[config.mk]
export PLATFORM = sky130hd
export DESIGN_NAME = adcsq_top
export DESIGN_NICKNAME = d
export VERILOG_FILES = /design/src/rtl/adcsq_pkg.sv /design/src/rtl/adcsq_result_mem.sv /design/src/rtl/adcsq_top.sv
export SDC_FILE = /design/constraint.sdc
export NUM_CORES = 1
export LEC_CHECK = 0
export ABC_AREA = 1
export BUFFER_PORTS_ARGS = -buffer_cell sky130_fd_sc_hd__buf_2
export CAP_MARGIN = 20
export CELL_PAD_IN_SITES_DETAIL_PLACEMENT = 2
export CELL_PAD_IN_SITES_GLOBAL_PLACEMENT = 2
export CORE_ASPECT_RATIO = 1.25
export CORE_MARGIN = 3
export CORE_UTILIZATION = 31
export DETAILED_ROUTE_END_ITERATION = 10
export GPL_ROUTABILITY_DRIVEN = 0
export PLACE_DENSITY = 0.87
export SYNTH_ARGS = -nofsm -noshare
export SYNTH_HDL_FRONTEND = slang
export SYNTH_SLANG_ARGS = --single-unit
[constraint.sdc]
create_clock -name clk_in -period 1.68 [get_ports clk_in]
set_clock_uncertainty 0.15 [all_clocks]
set_input_delay 0.42 -clock clk_in [delete_from_list [all_inputs] [get_ports clk_in]]
set_output_delay 0.42 -clock clk_in [all_outputs]
set_load 0.02 [all_outputs]
[src/rtl/adcsq_pkg.sv]
// adcsq_pkg: constants, types and decode helpers of the converter sequencer.
// assumes an 8-bit register port and a 10 MHz system clock, one state per cycle.
package adcsq_pkg;
  // register port and result widths, channel count
  localparam int ADDR_W = 8;
  localparam int DATA_W = 8;
  localparam int RES_W  = 10;
  localparam int CH_N   = 8;

  // register offsets
  localparam logic [7:0] CSR_OFFS  = 8'he8;
  localparam logic [7:0] TRIG_OFFS = 8'he9;
  localparam logic [7:0] STAT_OFFS = 8'hea;
  localparam logic [7:0] MASK_OFFS = 8'heb;
  localparam logic [3:0] RES_PAGE  = 4'hd;  // results at 0xd0..0xdf, two bytes each

  // control/status field positions
  localparam int END_BIT  = 7;
  localparam int IE_BIT   = 6;
  localparam int ST_BIT   = 5;
  localparam int SCAN_BIT = 4;
  localparam int SPD_BIT  = 3;
  localparam int EXT_TRIGGER_ENABLE_BIT = 7;

  // values after reset
  localparam logic [7:0] CSR_RESET     = 8'h00;
  localparam logic [6:0] TRIG_RSVD     = 7'h7f;  // reserved bits read as one
  localparam logic [2:0] EV_RESET      = 3'h0;

  // event bits of the sticky status register
  localparam int EV_END  = 0;
  localparam int EV_CONV = 1;
  localparam int EV_TRIG = 2;

  // conversion time, in states, and in clock cycles
  localparam int STATE_NS    = 100;
  localparam int CLK_NS      = 100;
  localparam int SLOW_STATES = 266;
  localparam int FAST_STATES = 134;
  localparam int SLOW_CYC    = (SLOW_STATES * STATE_NS) / CLK_NS;  // longest: rounds down
  localparam int FAST_CYC    = (FAST_STATES * STATE_NS) / CLK_NS;
  localparam int CNT_W       = 9;
  localparam logic [CNT_W-1:0] SLOW_LAST = CNT_W'(SLOW_CYC - 1);
  localparam logic [CNT_W-1:0] FAST_LAST = CNT_W'(FAST_CYC - 1);

  typedef enum logic {ADCSQ_IDLE, ADCSQ_CONVERT} adcsq_state_e;

  // true when an address lands in the result page
  function automatic logic adcsq_res_hit(input logic [7:0] addr);
    return addr[7:4] == RES_PAGE;
  endfunction
endpackage

[src/rtl/adcsq_result_mem.sv]
// adcsq_result_mem: eight 10-bit conversion results plus the read-data register.
// assumes the top hands in the byte of its own registers for every other address.
`timescale 1ns/100ps
`default_nettype none
module adcsq_result_mem
  import adcsq_pkg::*;
(
  input  wire logic              clk_in,
  input  wire logic              rst_n_in,
  input  wire logic              we_in,
  input  wire logic [2:0]        wr_ch_in,
  input  wire logic [RES_W-1:0]  wr_data_in,
  input  wire logic              rd_in,
  input  wire logic [ADDR_W-1:0] addr_in,
  input  wire logic [DATA_W-1:0] reg_byte_in,
  output logic      [DATA_W-1:0] rdata_out
);
  typedef struct packed {
    logic [CH_N-1:0][RES_W-1:0] words;
    logic [DATA_W-1:0]          rdata;
  } adcsq_mem_s;

  adcsq_mem_s q;
  adcsq_mem_s d;

  // even byte holds the upper eight bits, odd byte the lower two left-aligned
  always_comb begin
    d = q;
    d.rdata = '0;  // read data stand for one cycle only
    if (we_in) begin
      d.words[wr_ch_in] = wr_data_in;
    end
    if (rd_in) begin
      if (adcsq_res_hit(addr_in)) begin
        if (addr_in[0]) begin
          d.rdata = {q.words[addr_in[3:1]][1:0], 6'h00};
        end else begin
          d.rdata = q.words[addr_in[3:1]][9:2];
        end
      end else begin
        d.rdata = reg_byte_in;
      end
    end
  end

  // results keep no reset value beyond zero
  always_ff @(posedge clk_in) begin
    if (!rst_n_in) begin
      q <= '0;
    end else begin
      q <= d;
    end
  end

  assign rdata_out = q.rdata;
endmodule // adcsq_result_mem
`default_nettype wire

[src/rtl/adcsq_top.sv]
// adcsq_top: control and sequencing of an eight-input converter.
// assumes a conversion core that samples while sample_out is high and
// presents a settled result on conv_data_in in the last cycle of the window.
`timescale 1ns/100ps
`default_nettype none
module adcsq_top
  import adcsq_pkg::*;
(
  input  wire logic              clk_in,
  input  wire logic              rst_n_in,
  input  wire logic [ADDR_W-1:0] addr_in,
  input  wire logic [DATA_W-1:0] wdata_in,
  input  wire logic              wr_in,
  input  wire logic              rd_in,
  output logic      [DATA_W-1:0] rdata_out,
  input  wire logic              ext_trigger_pin_in,
  input  wire logic [RES_W-1:0]  conv_data_in,
  output logic      [2:0]        analog_input_n_out,
  output logic                   sample_out,
  output logic                   conv_done_irq_out
);
  typedef struct packed {
    adcsq_state_e     st;
    logic             conv_end_flag;
    logic             end_irq_enable;
    logic             conv_start_bit;
    logic             scan_mode;
    logic             conv_speed_select;
    logic [2:0]       chan_sel;         // group select, channel hi, channel lo
    logic             ext_trigger_enable;
    logic             flag_seen;        // end flag was read as one
    logic [CNT_W-1:0] cnt;
    logic [2:0]       cur_ch;
    logic [2:0]       ev_stat;
    logic [2:0]       ev_mask;
    logic             irq;
    logic             trig_prev;
    logic             sample;
  } adcsq_top_s;

  localparam adcsq_top_s RESET_S = '{
    st:                 ADCSQ_IDLE,
    conv_end_flag:      CSR_RESET[END_BIT],
    end_irq_enable:     CSR_RESET[IE_BIT],
    conv_start_bit:     CSR_RESET[ST_BIT],
    scan_mode:          CSR_RESET[SCAN_BIT],
    conv_speed_select:  CSR_RESET[SPD_BIT],
    chan_sel:           CSR_RESET[2:0],
    ev_stat:            EV_RESET,
    ev_mask:            EV_RESET,
    default:            '0
  };

  adcsq_top_s       q;
  adcsq_top_s       d;
  logic             res_we;
  logic             trig_edge;
  logic [2:0]       ev;
  logic [DATA_W-1:0] reg_byte;

  // last count of a conversion window for the chosen speed
  function automatic logic [CNT_W-1:0] conv_last(input logic fast);
    return fast ? FAST_LAST : SLOW_LAST;
  endfunction

  // byte of the small registers, handed to the read-data flop
  always_comb begin
    reg_byte = '0;  // unmapped addresses read zero
    unique case (addr_in)
      CSR_OFFS:  reg_byte = {q.conv_end_flag, q.end_irq_enable, q.conv_start_bit,
                             q.scan_mode, q.conv_speed_select, q.chan_sel};
      TRIG_OFFS: reg_byte = {q.ext_trigger_enable, TRIG_RSVD};
      STAT_OFFS: reg_byte = {5'h00, q.ev_stat};
      MASK_OFFS: reg_byte = {5'h00, q.ev_mask};
      default:   reg_byte = '0;
    endcase
  end

  // next state: software writes first, hardware sets after so sets win
  always_comb begin
    d         = q;
    res_we    = 1'b0;
    ev        = '0;
    trig_edge = q.ext_trigger_enable & ext_trigger_pin_in & ~q.trig_prev;
    d.trig_prev = ext_trigger_pin_in;

    // register writes
    if (wr_in) begin
      unique case (addr_in)
        CSR_OFFS: begin
          d.end_irq_enable    = wdata_in[IE_BIT];
          d.conv_start_bit    = wdata_in[ST_BIT];
          d.scan_mode         = wdata_in[SCAN_BIT];
          d.conv_speed_select = wdata_in[SPD_BIT];
          d.chan_sel          = wdata_in[2:0];
          // only a zero after a read of one clears; a one never sets
          if (!wdata_in[END_BIT] && q.flag_seen) begin
            d.conv_end_flag = 1'b0;
          end
          d.flag_seen = 1'b0;
        end
        TRIG_OFFS: d.ext_trigger_enable = wdata_in[EXT_TRIGGER_ENABLE_BIT];
        MASK_OFFS: d.ev_mask = wdata_in[2:0];
        default: ;
      endcase
    end

    // register reads with side effects
    if (rd_in && addr_in == CSR_OFFS && q.conv_end_flag) begin
      d.flag_seen = 1'b1;
    end
    if (rd_in && addr_in == STAT_OFFS) begin
      d.ev_stat = '0;
    end

    // conversion sequencer
    unique case (q.st)
      ADCSQ_IDLE: begin
        d.sample = 1'b0;
        if (q.conv_start_bit) begin
          d.st     = ADCSQ_CONVERT;
          d.cnt    = '0;
          d.sample = 1'b1;
          // scan starts at the group's first input
          d.cur_ch = q.scan_mode ? {q.chan_sel[2], 2'b00} : q.chan_sel;
        end
      end
      ADCSQ_CONVERT: begin
        if (!q.conv_start_bit) begin
          // abandoned conversion leaves no result and no flag
          d.st     = ADCSQ_IDLE;
          d.sample = 1'b0;
        end else if (q.cnt == conv_last(q.conv_speed_select)) begin
          res_we      = 1'b1;
          ev[EV_CONV] = 1'b1;
          d.cnt       = '0;
          if (!q.scan_mode) begin
            d.conv_start_bit = 1'b0;
            d.conv_end_flag  = 1'b1;
            ev[EV_END]       = 1'b1;
            d.st             = ADCSQ_IDLE;
            d.sample         = 1'b0;
          end else if (q.cur_ch[1:0] >= q.chan_sel[1:0]) begin
            // pass finished: flag it and wrap to the group's first input
            d.conv_end_flag = 1'b1;
            ev[EV_END]      = 1'b1;
            d.cur_ch        = {q.chan_sel[2], 2'b00};
          end else begin
            d.cur_ch = q.cur_ch + 3'h1;
          end
        end else begin
          d.cnt = q.cnt + CNT_W'(1);
        end
      end
    endcase

    // a trigger edge beats a same-cycle software clear of the start bit
    if (trig_edge) begin
      d.conv_start_bit = 1'b1;
      ev[EV_TRIG]      = 1'b1;
    end

    d.ev_stat = d.ev_stat | ev;
    // request from the end flag, plus any unmasked sticky event
    d.irq = (d.conv_end_flag & d.end_irq_enable) | (|(d.ev_stat & d.ev_mask));
  end

  // one register for the whole state
  always_ff @(posedge clk_in) begin
    if (!rst_n_in) begin
      q <= RESET_S;
    end else begin
      q <= d;
    end
  end

  // results and the read-data register
  adcsq_result_mem u_mem (
    .clk_in      (clk_in),
    .rst_n_in    (rst_n_in),
    .we_in       (res_we),
    .wr_ch_in    (q.cur_ch),
    .wr_data_in  (conv_data_in),
    .rd_in       (rd_in),
    .addr_in     (addr_in),
    .reg_byte_in (reg_byte),
    .rdata_out   (rdata_out)
  );

  assign analog_input_n_out = q.cur_ch;
  assign sample_out         = q.sample;
  assign conv_done_irq_out  = q.irq;
endmodule // adcsq_top
`default_nettype wire

==> results of run 1 <==
critical path: cells and delay by family (launching register included):
kind | cells | cell delay, ps
buf+inv | 6 | 620
simple gates | 5 | 400
flops | 1 | 350
compound gates | 1 | 320
fa+ha+maj | 1 | 160
cells by family after synthesis:
| logic type | Yosys count |
|---|---|
| fa+ha+maj | 5 |
| xor+xnor | 1 |
| simple gates | 394 |
| compound gates | 191 |
| flops | 120 |
| buf+inv | 118 |
layout make-up:
type / instances / area (um2) / area share [%]
Multi-Input combinational cell: 596 / 4420 / 46.3
Sequential cell: 120 / 2410 / 25.3
Timing Repair Buffer: 160 / 1550 / 16.2
Clock buffer: 17 / 425 / 4.45
Tap cell: 232 / 290 / 3.04
Inverter: 51 / 230 / 2.41
Clock inverter: 15 / 155 / 1.62
Timing Repair inverter: 3 / 70.1 / 0.733
sequential cells by signal (all words and copies together) (netlist names):
register / flops
conv_done_irq_out: 1
sample_out: 1
u_mem.q: 80
q: 27
u_mem.rdata_out: 8
analog_input_n_out: 3
Yosys cell counts (all sizes together) (7+ instances only):
master and n:
dfxtp 120, nor3 7, clkbuf 27, buf 40
inv 48, nand2 172, nor2 82, o21ai 49
a21oi 108, nand3 114, nand4 12, o211ai 18
metal layers:
metal  up-vias  global-route usage, %
li1       3036                      -
met1      3792                   37.5
met2       585                   60.9
met3       339                   7.61
met4         0                   22.8
met5         -                      0
timing repair:
action,4_1_cts,5_1_grt
endpoints found under the setup margin,102,112
hold buffers,0,0
pin swaps,61,60
setup buffers,12,9
resized for setup,177,194
cloned,9,8
final timing paths:
| kind | start | end | depth (start not counted) |
|---|---|---|---|
| hold / removal | ext_trigger_pin_in | q[1]$_SDFF_PN0_ | 3 |
| setup reg to reg | q[13]$_SDFFE_PN0P_ | u_mem.q[14]$_SDFFE_PN0P_ | 13 |
| setup / recovery | q[13]$_SDFFE_PN0P_ | u_mem.q[14]$_SDFFE_PN0P_ | 13 |
| hold reg to reg | u_mem.q[55]$_SDFFE_PN0P_ | u_mem.q[55]$_SDFFE_PN0P_ | 2 |
metrics by stage:
step / power, W / TNS [ps] / area, um2
global route: 0.00749 / -35830 / 9550
detailed placement: 0.00337 / -40390 / 6950
floorplan: 0.00314 / 0 / 5990
finish: 0.00735 / -28990 / 9550
global placement: 0.00335 / -14320 / 6950
CTS: 0.00710 / -20650 / 8520
where the power goes:
group | switching [W] | total (W) | internal, W
combinational | 0.000442 | 0.000628 | 0.000186
clock | 0.00169 | 0.00388 | 0.00219
sequential | 0.00000251 | 0.00285 | 0.00284
==> flow_metrics.tcl, run 1 <==
set metrics [dict create \
    dr_wl_met3_um 3200 \
    ys_ff_latch 120 \
    num_vias 7752 \
    cts-buffers-inserted 17 \
    synth_fp_nets 865 \
    drt-total-wl_um 43800 \
    drive_gt1_share_pct 49.9 \
    h-tree-depth 4 \
    drt_iter0_markers 637 \
    power.density_nw_per_um2 769 \
    synthMuxAreaShare_pct 0 \
    yosys.area.top_type_share_pct 40.1 \
    clk_path_buf_depth 2 \
    fp-row-count 56 \
    rsz0062_at_grt "yes" \
    wl_met2_um 21100 \
    ys_types 40 \
    avgSynthCellArea_um2 7.23 \
    post_drt_wl_per_cell_um 36.7 \
    finalSetupViolations 107 \
    track_usage_pct 35.0 \
    finalNonFillerCells 1194 \
    layout_common_cells "dfxtp_1, nand2_1, buf_4, a21oi_2, nor2_1" \
    synthCells 829 \
    synth_compound_area_share_pct 18.5 \
    worstHoldPathType "input pin to flop" \
    synth_xor_area_share_pct 0.146 \
    startpoint_type "flop" \
    violations "negative setup slack" \
    dpl_worst_slack_ps -433 \
    wl_met1_um 14200 \
    ant_nets 0 \
    clockRootBuffer "clkbuf_16" \
    nets 985 \
    path_common_cell "inv_2" \
    crit_arrival_ps 2340 \
    drv_slew 0 \
    dieArea_um2 21100 \
    final_common_cell "dfxtp_1" \
    synth.yosys.seq_area_share_pct 40.1 \
    cp.required_ps 1860 \
    top_layer "met4" \
    r2r_setup_slack_ps -480 \
    synth-async-reset-ratio_pct 0 \
    status "complete, but fails checks" \
    port_buffers 43 \
    crit_path_end_kind "flop" \
    cap_violations 0 \
    grt-ovfl-total 0 \
    yosysWarnings 0 \
    syn_area_um2 5990 \
    die_y_um 161 \
    fp.coreArea_um2 18800 \
    worst-path-max-fanout 7 \
    p_leak_nw 3.17 \
    synth_top_family_by_area "simple AND/OR/NAND/NOR gates" \
    synth_simple_gate_area_share_pct 30.7 \
    fillCellCount 1946 \
    cts_sinks 120 \
    fin_crit_ps 2160 \
    synth_fa_ha_area_share_pct 1.04 \
    final.setup.worst_slack_ps -485 \
    crit_path_max_incr_delay_ps 350 \
    grt_max_degree 30 \
    dp.cells 1128 \
    clk_pin_slew_worst_paths_ps 70 \
    ys_top_cells_by_area "dfxtp_1, nand2_1, nand3_1" \
    io_pins 44 \
    worst_slew_margin_rel_pct 61.0 \
    start_util_pct 31.8 \
    synth_top_cell_by_area "dfxtp_1" \
    synth_top_flop_cell "dfxtp_1" \
    viasPerCell 6.49 \
    worst_pin_slew_ps 585 \
    drc 0 \
    path_cells "inv_2 > ha_4 > inv_2 > nor2_4 > nand3_2 > inv_2 > nand4_4 > buf_12 > clkinv_16 > buf_12 > nand2_8 > nand2_4 > a21oi_1" \
    areaGrowthSynthToFinish_pct 59.4 \
    ir_drop_mv 0.815 \
    cts_tree "yes" \
    hold_viol_final 0 \
    antenna_found_initial 1 \
    clk_latency_ps 470 \
    fmax_mhz 462 \
    dp_hpwl_um 18800 \
    critical_path_class "flop to flop" \
    grt_pass1_vias 8152 \
    synth_enable_flop_cells 0 \
    fp.dieW_um 130 \
    cp_slowest_cell "dfxtp_2" \
    grt_pass1_wl_um 54000 \
    final_util_pct 50.7 \
    drt_first_pass_iters 5 \
    diodes 0 \
    hold_ws_ps 73.6 \
    period_share_pct 129 \
]
Power figures use the tool's default switching activity.
==> run 2: changes to the inputs <==
Settings changed: PLACE_DENSITY 0.87 to 0.88, SYNTH_HIERARCHICAL from default to 1.
==> run 2 against run 1 <==
Effect of this change:
- the run still ends with negative setup slack left
- synthesized cell count down 2.4%
- sequential share of layout area up 4.7 points
- synthesized area down 4.2%
- cell count down 3.6%
- utilization down 6.2 points
- register-to-register slack better by 30 ps
- largest power group unchanged
==> flow_metrics.tcl, run 2 <==
set metrics [dict create \
    worst_pin_slew_ps 468 \
    critical_path_class "flop to flop" \
    fp.dieW_um 128 \
    grt-ovfl-total 0 \
    power.density_nw_per_um2 966 \
    clk_path_buf_depth 2 \
    synth.yosys.seq_area_share_pct 41.8 \
    synth_top_cell_by_area "dfxtp_1" \
    crit_path_end_kind "flop" \
    die_y_um 158 \
    synth_common_cells "dfxtp_1, nand2_1, nor2_1, inv_1, o21ai_0" \
    yosys.area.top_type_share_pct 41.8 \
    cts_tree "yes" \
    fmax_mhz 468 \
    worst_slew_margin_rel_pct 68.7 \
    avgSynthCellArea_um2 7.10 \
    drt_first_pass_iters 5 \
    dpl_worst_slack_ps -438 \
    ant_nets 0 \
    yosysWarnings 6 \
    period_share_pct 127 \
    cap_violations 0 \
    hold_ws_ps 48.8 \
    final.setup.worst_slack_ps -455 \
    startpoint_type "flop" \
    drive_gt1_share_pct 34.5 \
    nets 947 \
    r2r_cells 12 \
    cp.required_ps 1850 \
    hold_viol_final 0 \
    crit_arrival_ps 2310 \
    drt-total-wl_um 31000 \
    start_util_pct 31.6 \
    synth_most_common_cell "dfxtp_1" \
    drt_iter0_markers 398 \
    clk_pin_slew_worst_paths_ps 60 \
    synth_fp_nets 845 \
    cts_sinks 120 \
    hold_depth 3 \
    status "complete, but fails checks" \
    io_pins 44 \
    cts-buffers-inserted 17 \
    worst-path-max-fanout 20 \
    ys_ff_latch 120 \
    synthCells 809 \
    antenna_found_initial 0 \
    fp-row-count 55 \
    diodes 0 \
    synth_enable_flop_cells 0 \
    drv_slew 0 \
    viasPerCell 5.69 \
    ctsHoldBuffers 0 \
    syn_area_um2 5740 \
    violations "negative setup slack" \
    worstHoldPathType "input pin to flop" \
    num_vias 6547 \
    layout_common_cells "dfxtp_1, nand2_1, inv_1, nor2_1, a21oi_1" \
    ir_drop_mv 0.666 \
    grt_pass1_vias 7181 \
    h-tree-depth 4 \
    rsz0062_at_grt "yes" \
    fp.coreArea_um2 18200 \
    fillCellCount 2018 \
    dieArea_um2 20200 \
    synth-async-reset-ratio_pct 0 \
    clk_latency_ps 440 \
    track_usage_pct 29.3 \
    largest_reg_flops 80 \
    ys_top_cells_by_area "dfxtp_1, o21ai_0, nand2_1" \
    final_util_pct 44.5 \
    synth_top_flop_cell "dfxtp_1" \
    fin_crit_ps 2140 \
    post_drt_wl_per_cell_um 26.9 \
    areaGrowthSynthToFinish_pct 40.6 \
    finalSetupViolations 100 \
    clockRootBuffer "clkbuf_16" \
    drc 0 \
    dp_hpwl_um 16100 \
    ys_types 36 \
    grt_max_degree 63 \
    grt_pass1_wl_um 44300 \
    port_buffers 43 \
    final_common_cell "dfxtp_1" \
    top_register "u_mem/q" \
    dp.cells 1104 \
    finalNonFillerCells 1151 \
    p_leak_nw 3.34 \
]
## run 2: cell count changes after synthesis, moves of 13 or more
cell	change
a21oi_2	-20
nand3_2	-18
nand3_1	-34
inv_1	+56
buf_2	-13
nand2_1	-48
o21ai_0	+55
nor2_1	+26
## run 2: final cells by class
type                            count  area, um2  share of cell area [%]
Inverter                          114        448                    5.55
Tap cell                          228        285                    3.53
Sequential cell                   120       2420                    30.0
Multi-Input combinational cell    527       3130                    38.8
Clock inverter                      8        190                    2.35
Clock buffer                       23        488                    6.04
Timing Repair Buffer              131       1110                    13.8
## run 2: where the power goes
group | switching (W) | internal (W)
registers | 0.00000196 | 0.00284
logic | 0.000377 | 0.000175
clock network | 0.00148 | 0.00293
## run 2: logic make-up after synthesis
| family | after synthesis | share of synthesized area (%) |
|---|---|---|
| buffers and inverters | 162 | 12.7 |
| AOI/OAI and AO/OA | 215 | 19.9 |
| and+or+nand+nor | 302 | 23.7 |
| xor gates and xnor gates | 5 | 0.762 |
| adders and majority gates | 5 | 1.09 |
| DFF | 120 | 41.8 |
## run 2: critical path, stage by stage (launching register included)
cell	delay, ps
dfxtp_2	330
inv_2	80
ha_4	150
nand2_4	50
nor2_4	130
nand3_4	100
nor2_4	150
buf_4	140
nand2_4	90
nor2_2	120
inv_1	70
buf_12	170
a21oi_1	290
## run 2: path summary, 6_finish.rpt
path	endpoint	slack, ps	from
max	u_mem/q[43]$_SDFFE_PN0P_	-460	q[13]$_SDFFE_PN0P_
min	q[1]$_SDFF_PN0_	50	ext_trigger_pin_in
max reg2reg	u_mem/q[43]$_SDFFE_PN0P_	-460	q[13]$_SDFFE_PN0P_
min reg2reg	u_mem/q[37]$_SDFFE_PN0P_	310	u_mem/q[37]$_SDFFE_PN0P_
## run 2: what timing repair did
item | 4_1_cts | 5_1_grt
setup endpoints to repair | 99 | 106
gates resized for setup | 142 | 85
pin swaps | 38 | 34
setup buffers | 9 | 8
cloned | 0 | 1
## run 2: stage by stage
stage / setup TNS (ps) / power, W / instance area (um2)
after global placement: -16330 / 0.00334 / 6690
after floorplan: -8430 / 0.00313 / 5800
after CTS: -22280 / 0.00773 / 7730
final: -30870 / 0.00780 / 8080
after global routing: -39390 / 0.00796 / 8080
after detailed placement: -32160 / 0.00336 / 6690
## run 2: per-layer routing
| layer | track usage, % | share of wire [%] |
|---|---|---|
| met5 | 0 | 0 |
| met4 | 17.9 | 6.5 |
| met3 | 5.91 | 4.0 |
| met2 | 55.1 | 54 |
| met1 | 29.4 | 36 |
==> run 3: changes to the inputs <==
Settings changed: ABC_AREA 1 to default, CORE_UTILIZATION 31 to 34.
==> run 3 against run 2 <==
Effect of this change:
- the run still ends with negative setup slack left
- setup slack worse by 480 ps
- combinational power down 36%
- cell count down 15%
- register-to-register slack worse by 480 ps
- global-route usage up 0.25 points
- worst hold slack better by 44 ps
- non-clock buffer count up 16
- synthesized cell count down 21%
- clock power down 12%
==> flow_metrics.tcl, run 3 <==
set metrics [dict create \
    status "complete, but fails checks" \
    violations "negative setup slack" \
    yosysWarnings 6 \
    p_int_w 0.00535 \
    cts-buffers-inserted 17 \
    grt_pass1_wl_um 39600 \
    h-tree-depth 4 \
    cts_tree "yes" \
    power.density_nw_per_um2 859 \
    cts_sinks 120 \
    fmax_mhz 382 \
    period_share_pct 156 \
    crit_path_end_kind "flop" \
    antenna_found_initial 0 \
    synth-async-reset-ratio_pct 0 \
    grt_max_degree 89 \
    synthCells 639 \
    finalNonFillerCells 980 \
    top_register "u_mem/q" \
    combPwrFrac_pct 5.0 \
    cap_violations 0 \
    pwr-share-clk_pct 54.8 \
    drt_iter0_markers 380 \
    rsz0062_at_grt "yes" \
    dieArea_um2 18300 \
    hold_viol_final 0 \
    grt_pass1_vias 6427 \
    drive_gt1_share_pct 44.5 \
    dp_hpwl_um 16100 \
    ys_top_cells_by_area "dfxtp_1, nand2_1, a21boi_0" \
    r2r_cells 9 \
    ctsHoldBuffers 0 \
    finish.instance_area_um2 8240 \
    drc 0 \
    clk_pin_slew_worst_paths_ps 60 \
    layout_common_cells "nand2_1, dfxtp_1, buf_4, buf_2, a21boi_2" \
    synth_top_cell_by_area "dfxtp_1" \
    syn_area_um2 5680 \
    critical_path_class "flop to flop" \
    grt-ovfl-total 0 \
    cp.required_ps 1870 \
    io_pins 44 \
    synth_most_common_cell "nand2_1" \
    fp.coreArea_um2 16300 \
    dpl_worst_slack_ps -983 \
    worst_pin_slew_ps 886 \
    port_buffers 43 \
    p_switching_w 0.00173 \
    seqPwrFrac_pct 40.2 \
    fin_crit_ps 2620 \
    start_util_pct 34.9 \
    sw_frac_of_total_pct 24.5 \
    post_drt_wl_per_cell_um 31.3 \
    place_area_um2 6670 \
    drv_slew 0 \
    clk_path_buf_depth 2 \
    crit_arrival_ps 2810 \
    yosys.area.top_type_share_pct 42.3 \
    worst_slew_margin_rel_pct 40.7 \
    final_common_cell "nand2_1" \
    worst-path-max-fanout 5 \
    drt_first_pass_iters 5 \
    p_leak_nw 3.15 \
    synth_enable_flop_cells 0 \
    worstHoldPathType "input pin to flop" \
    ir_drop_mv 0.606 \
    clk_latency_ps 440 \
    diodes 0 \
    num_vias 5750 \
    track_usage_pct 29.6 \
    drt-total-wl_um 30600 \
    viasPerCell 5.87 \
    areaGrowthSynthToFinish_pct 45.0 \
    fp-row-count 52 \
    synth_common_cells "nand2_1, dfxtp_1, a21boi_0, clkbuf_1, nor2_1" \
    die_y_um 151 \
    avgSynthCellArea_um2 8.90 \
    ys_types 53 \
    startpoint_type "flop" \
    largest_reg_flops 80 \
    finalSetupViolations 106 \
    dp.cells 924 \
    fp.dieW_um 122 \
    synth.yosys.seq_area_share_pct 42.3 \
    ant_nets 0 \
    synth_top_flop_cell "dfxtp_1" \
    nets 787 \
    synth_fp_nets 675 \
    hold_depth 2 \
    final.setup.worst_slack_ps -939 \
    clockRootBuffer "clkbuf_16" \
    ys_ff_latch 120 \
]
==> run 3: path summary, 6_finish.rpt <==
kind | startpoint | to | slack [ps]
setup / recovery | q[26]$_SDFFE_PN0P_ | u_mem/q[62]$_SDFFE_PN0P_ | -940
hold / removal | ext_trigger_pin_in | q[1]$_SDFF_PN0_ | 90
setup reg to reg | q[26]$_SDFFE_PN0P_ | u_mem/q[62]$_SDFFE_PN0P_ | -940
hold reg to reg | u_mem/q[58]$_SDFFE_PN0P_ | u_mem/q[58]$_SDFFE_PN0P_ | 320
==> run 3: metal layers <==
metal	share of wire, %	wire length (um)	up-vias	track usage, %
met5	0	0	-	0
met3	4.4	1330	138	5.64
met2	53	16200	284	55.4
met1	34	10500	2916	29.1
li1	-	-	2412	-
met4	8.4	2570	0	19.9
==> run 3: cell type report <==
type,count,area (um2)
multi-input cells,457,3640
repair buffers,147,1280
clock buffers,19,443
well taps,216,270
inverters,8,30.0
clock inverters,13,153
flip-flops and latches,120,2420
fillers,1692,8030
==> run 3: power by group through the flow <==
stage	clock (W)	sequential [W]	combinational, W
2_1_floorplan	0	0.00291	0.000171
3_3_place_gp	0	0.00291	0.000283
3_5_place_dp	0	0.00291	0.000295
4_1_cts	0.00383	0.00285	0.000311
5_1_grt	0.00405	0.00285	0.000365
6_report	0.00388	0.00285	0.000353
==> run 3: what timing repair did <==
item	CTS	global route
setup buffers	14	9
pin swaps	25	43
cloned	0	3
setup endpoints to repair	111	104
resized for setup	107	119
==> run 3: logic make-up after synthesis <==
family | share of synthesized area [%]
DFF | 42.3
and+or+nand+nor | 20.7
muxes | 12.4
AOI/OAI and AO/OA | 17.0
buffers and inverters | 5.44
xor gates and xnor gates | 1.08
adders and majority gates | 1.10
==> run 3: critical path: stages (launching register included) <==
cell       delay (ps)
dfxtp_2           340
or4b_4            530
mux2_4            300
nor3_4            220
nand2_2           110
buf_8             160
nor2_4            210
clkbuf_16         220
nand2_4            50
a21boi_2          220
==> run 3: metrics by stage <==
stage	TNS (ps)	hold WS [ps]	utilization (%)	total power, W
final	-79060	92.9	50.7	0.00708
after global routing	-82800	107	50.7	0.00726
after CTS	-71070	78.4	47.1	0.00699
after detailed placement	-82240	307	41.0	0.00321
after global placement	-65690	287	41.0	0.00319
after floorplan	-50270	280	-	0.00308
